[src/core/supply_supervisor_watchdog_map.svh]
// timing constants and rule summary for the supply supervisor watchdog
// Functional notes
// - active-low reset always present; optional active-high output is its exact complement
// - push-pull output normally; open-drain variant only pulls low, else releases
// - any strobe edge retriggers the watchdog; processor must toggle it periodically
// - missing strobe edge within timeout gives one reset-delay long reset pulse
// - a timeout restarts the watchdog timer from zero
// - floating strobe input makes internal retriggers, so watchdog never resets
// - standard variant latches reset low if strobe toggles during reset
// - latch-free variant releases reset normally despite strobe edges during reset
// - reset released only after supply-ok shows rise above upper threshold
// - reset asserted whenever supply falls below the lower threshold
// - default reset delay period is 200 ms
// - short-delay variant uses a 25 ms reset delay
// - reset high only with manual reset high and supply ok; else low
// - low manual reset forces reset regardless of supply or watchdog
`ifndef SUPPLY_SUPERVISOR_WATCHDOG_MAP_SVH
`define SUPPLY_SUPERVISOR_WATCHDOG_MAP_SVH
`define SSW_CLK_HZ          40000000
`define SSW_DELAY_LONG_MS   200
`define SSW_DELAY_SHORT_MS  25
`define SSW_TOUT_LONG_MS    1600
`define SSW_TOUT_SHORT_MS   200
`define SSW_MS_CYCLES(ms)   ((ms) * (`SSW_CLK_HZ / 1000))
`define SSW_TICK_DIV        40
`endif

[src/core/supply_supervisor_watchdog_pkg.sv]
// types for the supply supervisor watchdog
package supply_supervisor_watchdog_pkg;
   typedef enum logic [1:0] {
      st_hold,
      st_delay,
      st_run,
      st_latched
   } sup_state_t;
endpackage : supply_supervisor_watchdog_pkg

[src/core/supply_supervisor_timebase.sv]
// free-running tick generator for the supervisor counters
`timescale 1ns/1ps
`default_nettype none
module supply_supervisor_timebase #(
   parameter int unsigned DIV = 40
) (
   input  wire logic clk,      // system clock
   input  wire logic rst_n,    // synchronised reset
   output var  logic tick      // one-cycle pulse every DIV clocks
);
   localparam int W = $clog2(DIV + 1);
   logic [W-1:0] cnt_reg;
   wire          wrap = (cnt_reg == W'(DIV - 1));

   always_ff @(posedge clk or negedge rst_n) begin
      if (!rst_n) begin
         cnt_reg <= '0;
         tick    <= 1'b0;
      end else begin
         cnt_reg <= wrap ? '0 : cnt_reg + W'(1);
         tick    <= wrap;
      end
   end
endmodule : supply_supervisor_timebase
`default_nettype wire

[src/core/supply_supervisor_watchdog.sv]
// supply supervisor with watchdog and reset pulse generation
`timescale 1ns/1ps
`default_nettype none
`include "supply_supervisor_watchdog_map.svh"
module supply_supervisor_watchdog
   import supply_supervisor_watchdog_pkg::*;
#(
   parameter bit          SHORT_DELAY = 1'b0,  // 25 ms delay variant
   parameter bit          LATCH_FREE  = 1'b0,  // no latch on strobe in reset
   parameter bit          OPEN_DRAIN  = 1'b0,  // open-drain reset stage
   parameter bit          HAS_WATCHDOG = 1'b1, // watchdog fitted
   parameter int unsigned TICK_DIV    = `SSW_TICK_DIV,
   parameter int unsigned DELAY_TICKS =
      `SSW_MS_CYCLES(SHORT_DELAY ? `SSW_DELAY_SHORT_MS : `SSW_DELAY_LONG_MS)
      / `SSW_TICK_DIV,
   parameter int unsigned TOUT_TICKS  =
      `SSW_MS_CYCLES(SHORT_DELAY ? `SSW_TOUT_SHORT_MS : `SSW_TOUT_LONG_MS)
      / `SSW_TICK_DIV
) (
   input  wire logic clk,                  // 40 MHz clock
   input  wire logic reset_n,              // async reset, active low
   input  wire logic supply_ok,            // supply above threshold, hyst.
   input  wire logic manual_reset_n,       // manual reset, active low
   input  wire logic watchdog_strobe_in,   // strobe level
   input  wire logic watchdog_strobe_hiz,  // strobe pin seen floating
   output var  logic sys_reset_n,          // push-pull active-low reset
   output var  logic sys_reset,            // active-high complement
   output var  logic sys_reset_out,        // open-drain pin: output value
   output var  logic sys_reset_oe          // open-drain pin: enable
);
   localparam int CW = $clog2(TOUT_TICKS > DELAY_TICKS ?
                              TOUT_TICKS + 1 : DELAY_TICKS + 1);

   // ************************************************************
   // reset release
   // ************************************************************
   logic rst_meta_reg;
   logic rst_n_reg;
   always_ff @(posedge clk or negedge reset_n) begin
      if (!reset_n) begin
         rst_meta_reg <= 1'b0;
         rst_n_reg    <= 1'b0;
      end else begin
         rst_meta_reg <= 1'b1;
         rst_n_reg    <= rst_meta_reg;
      end
   end

   // ************************************************************
   // time base
   // ************************************************************
   logic tick;
   supply_supervisor_timebase #(
      .DIV   (TICK_DIV)
   ) u_timebase (
      .clk   (clk),
      .rst_n (rst_n_reg),
      .tick  (tick)
   );

   // ************************************************************
   // strobe edge detection
   // ************************************************************
   logic strobe_prev_reg;
   logic strobe_seen_reg;
   logic hiz_pulse_reg;
   // strobe_seen_reg masks the first compare after reset, so a strobe
   // resting high does not look like an edge and latch the reset
   always_ff @(posedge clk or negedge rst_n_reg) begin
      if (!rst_n_reg) begin
         strobe_prev_reg <= 1'b0;
         strobe_seen_reg <= 1'b0;
         hiz_pulse_reg   <= 1'b0;
      end else begin
         strobe_prev_reg <= watchdog_strobe_in;
         strobe_seen_reg <= 1'b1;
         hiz_pulse_reg   <= watchdog_strobe_hiz & tick;
      end
   end
   wire strobe_edge = strobe_seen_reg
                    & (watchdog_strobe_in ^ strobe_prev_reg);
   wire retrigger   = (strobe_edge & ~watchdog_strobe_hiz)
                    | hiz_pulse_reg | watchdog_strobe_hiz;

   // ************************************************************
   // supervisor state machine
   // ************************************************************
   sup_state_t    state_reg, state_next;
   logic [CW-1:0] cnt_reg, cnt_next;
   logic          strobe_in_reset_reg, strobe_in_reset_next;

   wire hold_cond  = ~manual_reset_n | ~supply_ok;
   wire delay_done = tick & (cnt_reg >= CW'(DELAY_TICKS - 1));
   wire tout_hit   = HAS_WATCHDOG & tick & ~retrigger
                     & (cnt_reg >= CW'(TOUT_TICKS - 1));
   wire latch_on   = ~LATCH_FREE & HAS_WATCHDOG;

   always_comb begin
      state_next           = state_reg;
      cnt_next             = cnt_reg;
      strobe_in_reset_next = strobe_in_reset_reg;
      case (state_reg)
         st_hold: begin
            cnt_next = '0;
            if (strobe_edge & latch_on)
               strobe_in_reset_next = 1'b1;
            if (!hold_cond) begin
               if (strobe_in_reset_reg | (strobe_edge & latch_on))
                  state_next = st_latched;
               else
                  state_next = st_delay;
            end
         end
         st_delay: begin
            if (hold_cond) begin
               state_next = st_hold;
               cnt_next   = '0;
            end else if (strobe_edge & latch_on) begin
               state_next = st_latched;
            end else if (delay_done) begin
               state_next = st_run;
               cnt_next   = '0;
            end else if (tick) begin
               cnt_next = cnt_reg + CW'(1);
            end
         end
         st_run: begin
            if (hold_cond) begin
               state_next           = st_hold;
               cnt_next             = '0;
               strobe_in_reset_next = 1'b0;
            end else if (tout_hit) begin
               state_next = st_delay;
               cnt_next   = '0;
            end else if (retrigger) begin
               cnt_next = '0;
            end else if (tick) begin
               cnt_next = cnt_reg + CW'(1);
            end
         end
         st_latched: begin
            cnt_next = '0;
         end
         default: begin
            state_next = st_hold;
            cnt_next   = '0;
         end
      endcase
   end

   wire assert_next = (state_next != st_run) | hold_cond;

   always_ff @(posedge clk or negedge rst_n_reg) begin
      if (!rst_n_reg) begin
         state_reg           <= st_hold;
         cnt_reg             <= '0;
         strobe_in_reset_reg <= 1'b0;
      end else begin
         state_reg           <= state_next;
         cnt_reg             <= cnt_next;
         strobe_in_reset_reg <= strobe_in_reset_next;
      end
   end

   // ************************************************************
   // output stage
   // ************************************************************
   always_ff @(posedge clk or negedge rst_n_reg) begin
      if (!rst_n_reg) begin
         sys_reset_n   <= 1'b0;
         sys_reset     <= 1'b1;
         sys_reset_out <= 1'b0;
         sys_reset_oe  <= 1'b1;
      end else begin
         sys_reset_n   <= ~assert_next;
         sys_reset     <= assert_next;
         sys_reset_out <= OPEN_DRAIN ? 1'b0 : ~assert_next;
         sys_reset_oe  <= OPEN_DRAIN ? assert_next : 1'b1;
      end
   end
endmodule : supply_supervisor_watchdog
`default_nettype wire

[config.mk]
export PLATFORM = sky130hd
export DESIGN_NAME = supply_supervisor_watchdog
export DESIGN_NICKNAME = d
export VERILOG_FILES = /design/src/core/supply_supervisor_watchdog_pkg.sv /design/src/core/supply_supervisor_timebase.sv /design/src/core/supply_supervisor_watchdog.sv
export VERILOG_INCLUDE_DIRS = /design/src /design/src/core
export SDC_FILE = /design/constraint.sdc
export NUM_CORES = 1
export LEC_CHECK = 0
export BUFFER_PORTS_ARGS = -buffer_cell sky130_fd_sc_hd__buf_4
export CORE_MARGIN = 1.5
export CORE_UTILIZATION = 53
export CTS_CLUSTER_DIAMETER = 40
export DETAILED_ROUTE_END_ITERATION = 8
export PLACE_DENSITY = 0.81
export SLEW_MARGIN = 25
export SYNTH_ARGS = -nofsm -noshare
export SYNTH_HDL_FRONTEND = slang
export SYNTH_SLANG_ARGS = --single-unit
[constraint.sdc]
create_clock -name clk -period 1.6 [get_ports clk]
set_input_delay 0.32 -clock clk [delete_from_list [all_inputs] [get_ports clk]]
set_output_delay 0.32 -clock clk [all_outputs]
set_load 0.05 [all_outputs]
==> results of run 1 <==
==> area by class of cell <==
type                       count  area (sq um)
timing repair buffer          62           499
inverter                       6          22.5
multi-input combinational    150          1060
clock inverter                 3          45.0
sequential                    38           952
clock buffer                   5          68.8
fill                         233           923
tap                           48          60.1
==> placed cells by master, fill, tap and decap left out, types with 2 or more instances in the layout <==
cell	instances
buf_4	56
nand4_1	7
nor2_1	15
inv_1	6
nor2_2	19
a311o_1	2
nand2_1	13
nand3_1	12
nor3b_1	2
nor4_1	2
clkinvlp_4	2
nor3_2	2
and2_1	2
a21oi_1	4
xor2_1	13
and3_1	3
nor4_2	2
and4_1	2
nor2_4	2
o31ai_1	2
and4b_1	2
buf_6	3
clkbuf_8	5
conb_1	3
o21ai_1	2
nor3_1	5
xnor2_1	12
dfrtp_1	37
==> report_power, final <==
part           switching (uW)  internal, uW  total [uW]
clock network             368           464         831
registers                7.69           966         974
logic                    40.8          29.9        70.6
total                     416          1460        1880
==> routing by layer <==
layer	global-route usage	vias to the layer above	wire [um]
li1	-	822	-
met1	0.308	860	1960
met2	0.482	48	2680
met3	0.0440	16	195
met4	0.125	0	128
met5	0	-	0
==> what timing repair did <==
item	4_1_cts	5_1_grt
gates cloned	1	0
setup endpoints to repair	25	25
endpoints found under the hold margin	2	0
gates resized for setup	25	13
hold buffers	1	0
buffers inserted	4	0
pin swaps	5	2
==> worst paths after layout <==
kind / start / to / slack [ps] / cells after the start
hold / removal: rst_n_reg / u_timebase.cnt_reg[3] / 150 / 0
setup reg to reg: cnt_reg[1] / cnt_reg[8] / -400 / 8
min in group clk: watchdog_strobe_in / strobe_prev_reg / 150 / 1
setup / recovery: cnt_reg[1] / cnt_reg[8] / -400 / 8
hold reg to reg: rst_n_reg / u_timebase.cnt_reg[3] / 150 / 0
max in group asynchronous: rst_n_reg / sys_reset / 910 / 1
==> logic make-up after synthesis <==
kind of cell	synth area share
adder cells (fa/ha/maj)	0.0126
flip-flops	0.480
buffers and inverters	0.0441
AO/OA/AOI/OAI	0.105
other	0.00189
AND/OR/NAND/NOR	0.246
XOR/XNOR	0.110
==> per-stage QoR <==
stage	total power [uW]	util	worst slack (ps)	setup TNS (ps)	std cells
finish	1880	0.746	-403	-9040	312
floorplan	1020	-	-129	-2760	202
detailed placement	1060	0.667	-282	-6010	298
global route	1930	0.746	-466	-10840	312
CTS	1880	0.735	-277	-5710	312
global placement	1060	0.667	-190	-4130	298
==> impl_results.md, run 1 <==
* Wire per inst at 15.9 um
* First-pass GRT wire length at 8.36 mm
* DP Area at 2420 sq um
* Initial Util at 0.546
* Max Cap Viol at 0
* Flops & latches, synth at 38
* Top post-synthesis cells by area: dfrtp_1 47%, nor2_1 6.4%, xor2_1 5.7%
* Final slew viol count at 0
* DP HPWL at 3.22 mm
* Critical-path maximum fanout at 8
* CP delay by family, top: compound AO/OA/AOI/OAI gates
* Skew-Pair Late Insertion Delay at 300 ps
* Violation count after the first detailed-route iteration at 176
* WHS at 145 ps
* Final Hold Viols at 0
* Number of diodes at 0
* Post-Syn Instances at 200
* Initial antenna violation count at 0
* DR DRC count at 0
* Core area at 3630 sq um
* FMAX at 0.499 GHz
* Setup Crit Path Kind: flip-flop to flip-flop
* RSZ-0062 raised after global routing: true
* Leak Pwr at 0.00115 uW
* Register area share after synthesis at 0.480
* CTS Buf Count at 5
* Hold Crit Class: flip-flop to asynchronous set/reset pin
* Final Cell Area at 2710 sq um
* Site Rows at 22
* Grt ovf at 0
* Async S/R FF share, synth at 1.00
* Area growth from synthesis to layout at 36.6%
* Synth Cell Area at 1980 sq um
* Slowest Stage Delay on Critical Path at 360 ps
* Critical Path RT at 1790 ps
* Clock Tree Buf Depth at 2
* Failing checks: setup timing
* Drt pass-1 iters at 4
* Most frequent cell after synthesis: dfrtp_1
* Synth Flop Type: dfrtp_1
* CP endpoint kind: flip-flop
* Synth top area share at 0.467
* GPL Wtd Cong at 0.866
* Peak supply drop at 0.641 mV
* Worst Path Arrival at 2190 ps
* Port Buffers at 8
* Die X at 64.2 um
* Final setup margin at -403 ps
* Die Y at 64.2 um
* Clock Tree Root: clkbuf_8
* Area leader, netlist: dfrtp_1
* GR Util All Layers at 0.268
* CTS tree: yes
* Largest net degree at the start of global routing at 30
* Synth cell count leaders: 37 x dfrtp_1, 34 x nor2_1, 13 x nand2_1, 13 x xor2_1
* Vias after detailed routing at 1746
* Final WL at 4.96 mm
* Worst Skew at 13.9 ps
* Number of synthesized flops with an enable pin at 0
* Tcrit/Tclk final at 1.25
* Max FFs per register at 21
* Critical path's slowest cell: dfrtp_1
* Crit path buffers/inverters at 1
* Layout net count at 271
* Vias per cell at 5.60
* Yosys warns at 0
* Vias in the first global route at 1829
* IO Pins at 10
* Share of cells above drive strength 1 at 0.405
* Clk sinks at 38
* H-tree depth at 2
* Reg clk slew, reported paths at 80 ps
* Pwr Density at 692 nW/um^2
* Crit path time final at 2000 ps
* Critical path, cell by cell: ha_2 > nand4_1 > o22ai_2 > nand3_2 > a311oi_4 > a2bb2oi_4 > buf_8 > nor2_2
* Unique cell type count in the Yosys netlist at 44
* Post-route ant nets at 0
* Status: finished, violations left
* Synth Area per Inst at 9.92 sq um
* Full die area at 4120 sq um
* CP startpoint kind: flip-flop
* Final setup vio count at 25
No activity file was read; power rests on OpenSTA's default activity.
==> run 2: changes to the inputs <==
CORE_ASPECT_RATIO = 2   (was unset)
RECOVER_POWER = 50   (was unset)
==> impl_results.md, run 2 (synthesized netlist as in run 1, its figures left out) <==
* Die Y at 89.5 um (+39%)
* DP HPWL at 3.29 mm (+1.9%)
* FMAX at 0.500 GHz (about the same)
* Pwr Density at 767 nW/um^2 (+11%)
* Reg clk slew, reported paths at 80 ps (about the same)
* CTS Buf Count at 5 (unchanged)
* Wire per inst at 16.2 um (+1.7%)
* RSZ-0062 raised after global routing: true
* Number of diodes at 0 (unchanged)
* Critical-path maximum fanout at 3 (-5)
* Leak Pwr at 0.00117 uW (+0.98%)
* Violation count after the first detailed-route iteration at 57 (-68%)
* Final slew viol count at 0 (unchanged)
* Vias after detailed routing at 1746 (unchanged)
* Worst Skew at 11.0 ps (-2.86 ps)
* Multi-input logic area at 1020 sq um (-3.5%)
* Final setup margin at -402 ps (+0.882 ps)
* Max FFs per register at 21 (unchanged)
* Vias per cell at 5.60 (unchanged)
* CP startpoint kind: flip-flop
* Worst Max-Slew Pin Slew at 890 ps
* Die X at 46.3 um (-28%)
* Register Area at 952 sq um (unchanged)
* Max-slew headroom at 0.407
* Cells on Worst Hold Path at 1
* Sum Neg Setup Slack at -8710 ps (+328 ps)
* Full die area at 4140 sq um (+0.53%)
* Final WL at 5.05 mm (+1.7%)
* Tcrit/Tclk final at 1.25 (about the same)
* Layout net count at 270 (-0.37%)
* IO Pins at 10 (unchanged)
* CTS tree: yes
* Initial antenna violation count at 0 (unchanged)
* Grt ovf at 0 (unchanged)
* Worst reg2reg startpoint: cnt_reg[1]
* GR Util All Layers at 0.262 (-0.00558)
* Status: finished, violations left
* Clock Tree Root: clkbuf_8
* Critical Path RT at 1790 ps (about the same)
* Overall power at 2040 uW (+9.0%)
* Worst hold path startpoint: watchdog_strobe_in
* WHS at 195 ps (+49.7 ps)
* Site Rows at 31 (+41%)
* Failing checks: setup timing
* Peak supply drop at 0.733 mV (+14%)
* Area growth from synthesis to layout at 34.3%
* Crit path time final at 2000 ps (-0.882 ps)
* H-tree depth at 2 (unchanged)
* CP endpoint kind: flip-flop
* Commonest non-fill, non-tap cell in the layout: buf_4
* GPL Wtd Cong at 0.929 (+7.4%)
* Drt pass-1 iters at 4 (unchanged)
* Post-route ant nets at 0 (unchanged)
* Share of cells above drive strength 1 at 0.346 (-0.0593)
* Most frequent cells in the layout: 54 x buf_4, 37 x dfrtp_1, 29 x nor2_1
* Largest net degree at the start of global routing at 37 (+23%)
* Final setup vio count at 25 (unchanged)
* Clock Tree Buf Depth at 2 (unchanged)
* Port Buffers at 8 (unchanged)
* CP Launch Point: cnt_reg[1]
* DR DRC count at 0 (unchanged)
* Worst Path Arrival at 2190 ps (about the same)
* Max Cap Viol at 0 (unchanged)
* Skew-Pair Late Insertion Delay at 300 ps (about the same)
* Vias in the first global route at 1793 (-2.0%)
* Fill cells at 261 (+12%)
* Hold Crit Class: primary input to flip-flop
* FF-to-FF path depth at 8 (unchanged)
* Setup Crit Path Kind: flip-flop to flip-flop
* Clk sinks at 38 (unchanged)
* Placed cell count at 298 (unchanged)
* Core area at 3610 sq um (-0.72%)
* Initial Util at 0.550 (+0.00398)
* Place WS at -264 ps (+18.6 ps)
* Final Hold Viols at 0 (unchanged)
* Non-Filler Instances at 312 (unchanged)
* First-pass GRT wire length at 7.68 mm (-8.2%)
run 2: cell types whose count changed in the layout (fill, tap and decap cells not counted), sizes merged:
cell / delta
clkinvlp: -2
buf: -4
clkbuf: +4
bufinv: +1
run 2: final cells by class:
| class | count | area share |
|---|---|---|
| repair buffers | 61 | 0.173 |
| flip-flops and latches | 38 | 0.357 |
| multi-input cells | 150 | 0.385 |
| clock buffers | 6 | 0.0310 |
| inverters | 6 | 0.00845 |
| well taps | 49 | 0.0230 |
| clock inverters | 2 | 0.0225 |
run 2: final timing paths:
check / slack (ps) / end
worst max register to register: -400 / state_reg[1]
worst max-delay path: -400 / state_reg[1]
min in group asynchronous: 340 / rst_meta_reg
max in group asynchronous: 600 / cnt_reg[11]
worst min-delay path: 200 / strobe_prev_reg
worst min register to register: 360 / rst_n_reg
run 2: metrics by stage:
| step | area (sq um) | util |
|---|---|---|
| floorplan | 2000 | - |
| global placement | 2400 | 0.666 |
| detailed placement | 2400 | 0.666 |
| CTS | 2600 | 0.722 |
| global route | 2670 | 0.739 |
| finish | 2670 | 0.739 |
run 2: per-layer routing:
layer,vias up,GRT usage,part of all wire,wire (um)
met2,49,0.462,0.55,2800
li1,815,-,-,-
met5,-,0,0,0
met4,0,0.203,0.070,353
met1,852,0.249,0.35,1760
met3,30,0.0444,0.027,137
run 2: report_power, final:
group | switching, uW | internal (uW) | total, uW
combinational | 43.5 | 23.7 | 67.2
clock | 342 | 665 | 1010
sequential | 3.32 | 967 | 970
run 2: critical path, stage by stage, from the launching register on:
cell      delay [ps]
dfrtp_1          370
ha_2             180
nand4_1          180
o22ai_2          220
nand3_2          120
a311oi_4         310
buf_4            190
nor2_2            40
a311o_1          260
run 2: repair_timing:
| item | 4_1_cts | 5_1_grt |
|---|---|---|
| hold buffers | 1 | 0 |
| gates resized for setup | 7 | 15 |
| endpoints found under the hold margin | 2 | 0 |
| setup buffers | 3 | 1 |
| gates cloned | 0 | 1 |
| endpoints found under the setup margin | 25 | 25 |
| pin swaps | 1 | 3 |
==> run 3: changes to the inputs <==
RECOVER_POWER = unset   (was 50)
==> impl_results.md, run 3 (synthesized netlist as in run 1, its figures left out) <==
* Status: finished, violations left
* Failing checks: setup timing
* Slowest Stage Delay on Critical Path at 370 ps (about the same)
* Most frequent cells in the layout: 57 x buf_4, 37 x dfrtp_1, 29 x nor2_1
* Crit path time final at 1990 ps (-10.1 ps)
* Clock Tree Buf Depth at 2 (unchanged)
* Hold Crit Class: primary input to flip-flop
* Commonest non-fill, non-tap cell in the layout: buf_4
* DP HPWL at 3.29 mm (unchanged)
* Seq pwr share at 0.475 (about the same)
* Worst Skew at 9.59 ps (-1.43 ps)
* Violation count after the first detailed-route iteration at 57 (unchanged)
* Fill cells at 260 (-0.38%)
* Die Y at 89.5 um (unchanged)
* Pwr Density at 764 nW/um^2 (-0.44%)
* Sw frac at 0.188 (-0.00193)
* Site Rows at 31 (unchanged)
* Switching Power at 385 uW (-1.1%)
* Layout net count at 270 (unchanged)
* Full die area at 4140 sq um (unchanged)
* Crit path buffers/inverters at 1 (unchanged)
* Max FFs per register at 21 (unchanged)
* CP delay by family, top: compound AO/OA/AOI/OAI gates
* GPL Wtd Cong at 0.929 (unchanged)
* Post-route ant nets at 0 (unchanged)
* Overall power at 2040 uW (about the same)
* Final setup vio count at 25 (unchanged)
* Peak supply drop at 0.732 mV (-0.15%)
* Die X at 46.3 um (unchanged)
* First-pass GRT wire length at 7.68 mm (unchanged)
* Final WL at 5.03 mm (-0.44%)
* Clock Tree Root: clkbuf_8
* Initial antenna violation count at 0 (unchanged)
* Critical path's slowest cell: dfrtp_1
* WHS at 154 ps (-40.9 ps)
* Clock Power Share at 0.491 (-0.002)
* RSZ-0062 raised after global routing: true
* CTS Buf Count at 5 (unchanged)
* H-tree depth at 2 (unchanged)
* Setup Crit Path Kind: flip-flop to flip-flop
* Final core utilization at 0.742 (+0.00278)
* Vias after detailed routing at 1757 (+0.63%)
* Share of cells above drive strength 1 at 0.354 (+0.00760)
* CTS tree: yes
* Comb pwr share at 0.034 (about the same)
* Grt ovf at 0 (unchanged)
* Reg clk slew, reported paths at 80 ps (about the same)
* Max Cap Viol at 0 (unchanged)
* GR Util All Layers at 0.262 (unchanged)
* Critical Path RT at 1790 ps (about the same)
* CP startpoint kind: flip-flop
* Port Buffers at 8 (unchanged)
* IO Pins at 10 (unchanged)
* Largest net degree at the start of global routing at 37 (unchanged)
* Number of diodes at 0 (unchanged)
* Clk sinks at 38 (unchanged)
* Critical-path maximum fanout at 3 (unchanged)
* Core area at 3610 sq um (unchanged)
* CP endpoint kind: flip-flop
* Initial Util at 0.550 (unchanged)
* Vias per cell at 5.63 (+0.63%)
* Worst Path Arrival at 2180 ps (about the same)
* Skew-Pair Late Insertion Delay at 300 ps (about the same)
* DR DRC count at 0 (unchanged)
* Place WS at -264 ps (unchanged)
* Critical path, cell by cell: ha_2 > nand4_1 > o22ai_2 > nand3_2 > a311oi_4 > buf_4 > nor2_2 > a311o_1
* Drt pass-1 iters at 4 (unchanged)
* Vias in the first global route at 1793 (unchanged)
* Cell internal pwr at 1660 uW (+0.17%)
* Area growth from synthesis to layout at 34.8%
* Final slew viol count at 0 (unchanged)
* Tcrit/Tclk final at 1.24 (-0.00628)
* FMAX at 0.502 GHz (+0.50%)
* Leak Pwr at 0.00117 uW (+0.77%)
* Final Hold Viols at 0 (unchanged)
* Wire per inst at 16.1 um (-0.44%)
* Final setup margin at -392 ps (+10.1 ps)
[run 3: what timing repair did]
| action | in CTS | in global routing |
|---|---|---|
| hold buffers | 1 | 0 |
| hold endpoints to repair | 2 | 0 |
| gates cloned | 0 | 1 |
| buffers inserted | 3 | 1 |
| endpoints found under the setup margin | 25 | 25 |
| resized for setup | 7 | 15 |
| pin swaps | 1 | 3 |
[run 3: per-stage QoR]
step | instance area, sq um | setup TNS (ps) | cells
2_1_floorplan | 2000 | -2760 | 202
3_3_place_gp | 2400 | -3380 | 298
3_5_place_dp | 2400 | -5180 | 298
4_1_cts | 2600 | -5310 | 310
5_1_grt | 2680 | -11190 | 312
6_report | 2680 | -8510 | 312
[run 3: worst paths after layout]
path / startpoint / to / slack, ps / cells past startpoint
setup / recovery: cnt_reg[1] / state_reg[1] / -390 / 8
hold / removal: watchdog_strobe_in / strobe_prev_reg / 150 / 1
setup reg to reg: cnt_reg[1] / state_reg[1] / -390 / 8
hold reg to reg: rst_n_reg / cnt_reg[9] / 280 / 1
max in group asynchronous: rst_n_reg / sys_reset / 980 / 1
min in group asynchronous: rst_n_reg / cnt_reg[9] / 280 / 1
[run 3: layout make-up]
| class | instances | area, sq um | area share |
|---|---|---|---|
| Multi-Input combinational cell | 150 | 1020 | 0.383 |
| Clock inverter | 2 | 60.1 | 0.0225 |
| Tap cell | 49 | 61.3 | 0.0229 |
| Timing Repair Buffer | 61 | 472 | 0.176 |
| Inverter | 6 | 22.5 | 0.00842 |
| Clock buffer | 6 | 82.6 | 0.0309 |
| Sequential cell | 38 | 952 | 0.356 |
[run 3: routing by layer]
| metal | wire length, um | vias up | GRT usage |
|---|---|---|---|
| met5 | 0 | - | 0 |
| met4 | 306 | 0 | 0.203 |
| met3 | 148 | 23 | 0.0444 |
| met2 | 2820 | 50 | 0.462 |
| met1 | 1750 | 867 | 0.249 |
| li1 | - | 817 | - |
[run 3: power by group through the flow]
stage,Clock [uW],Sequential [uW],Combinational (uW)
detailed placement,0,988,68.5
global route,1050,970,78.1
CTS,1030,970,70.8
global placement,0,988,67.0
floorplan,0,1000,20.6
finish,1000,970,70.2
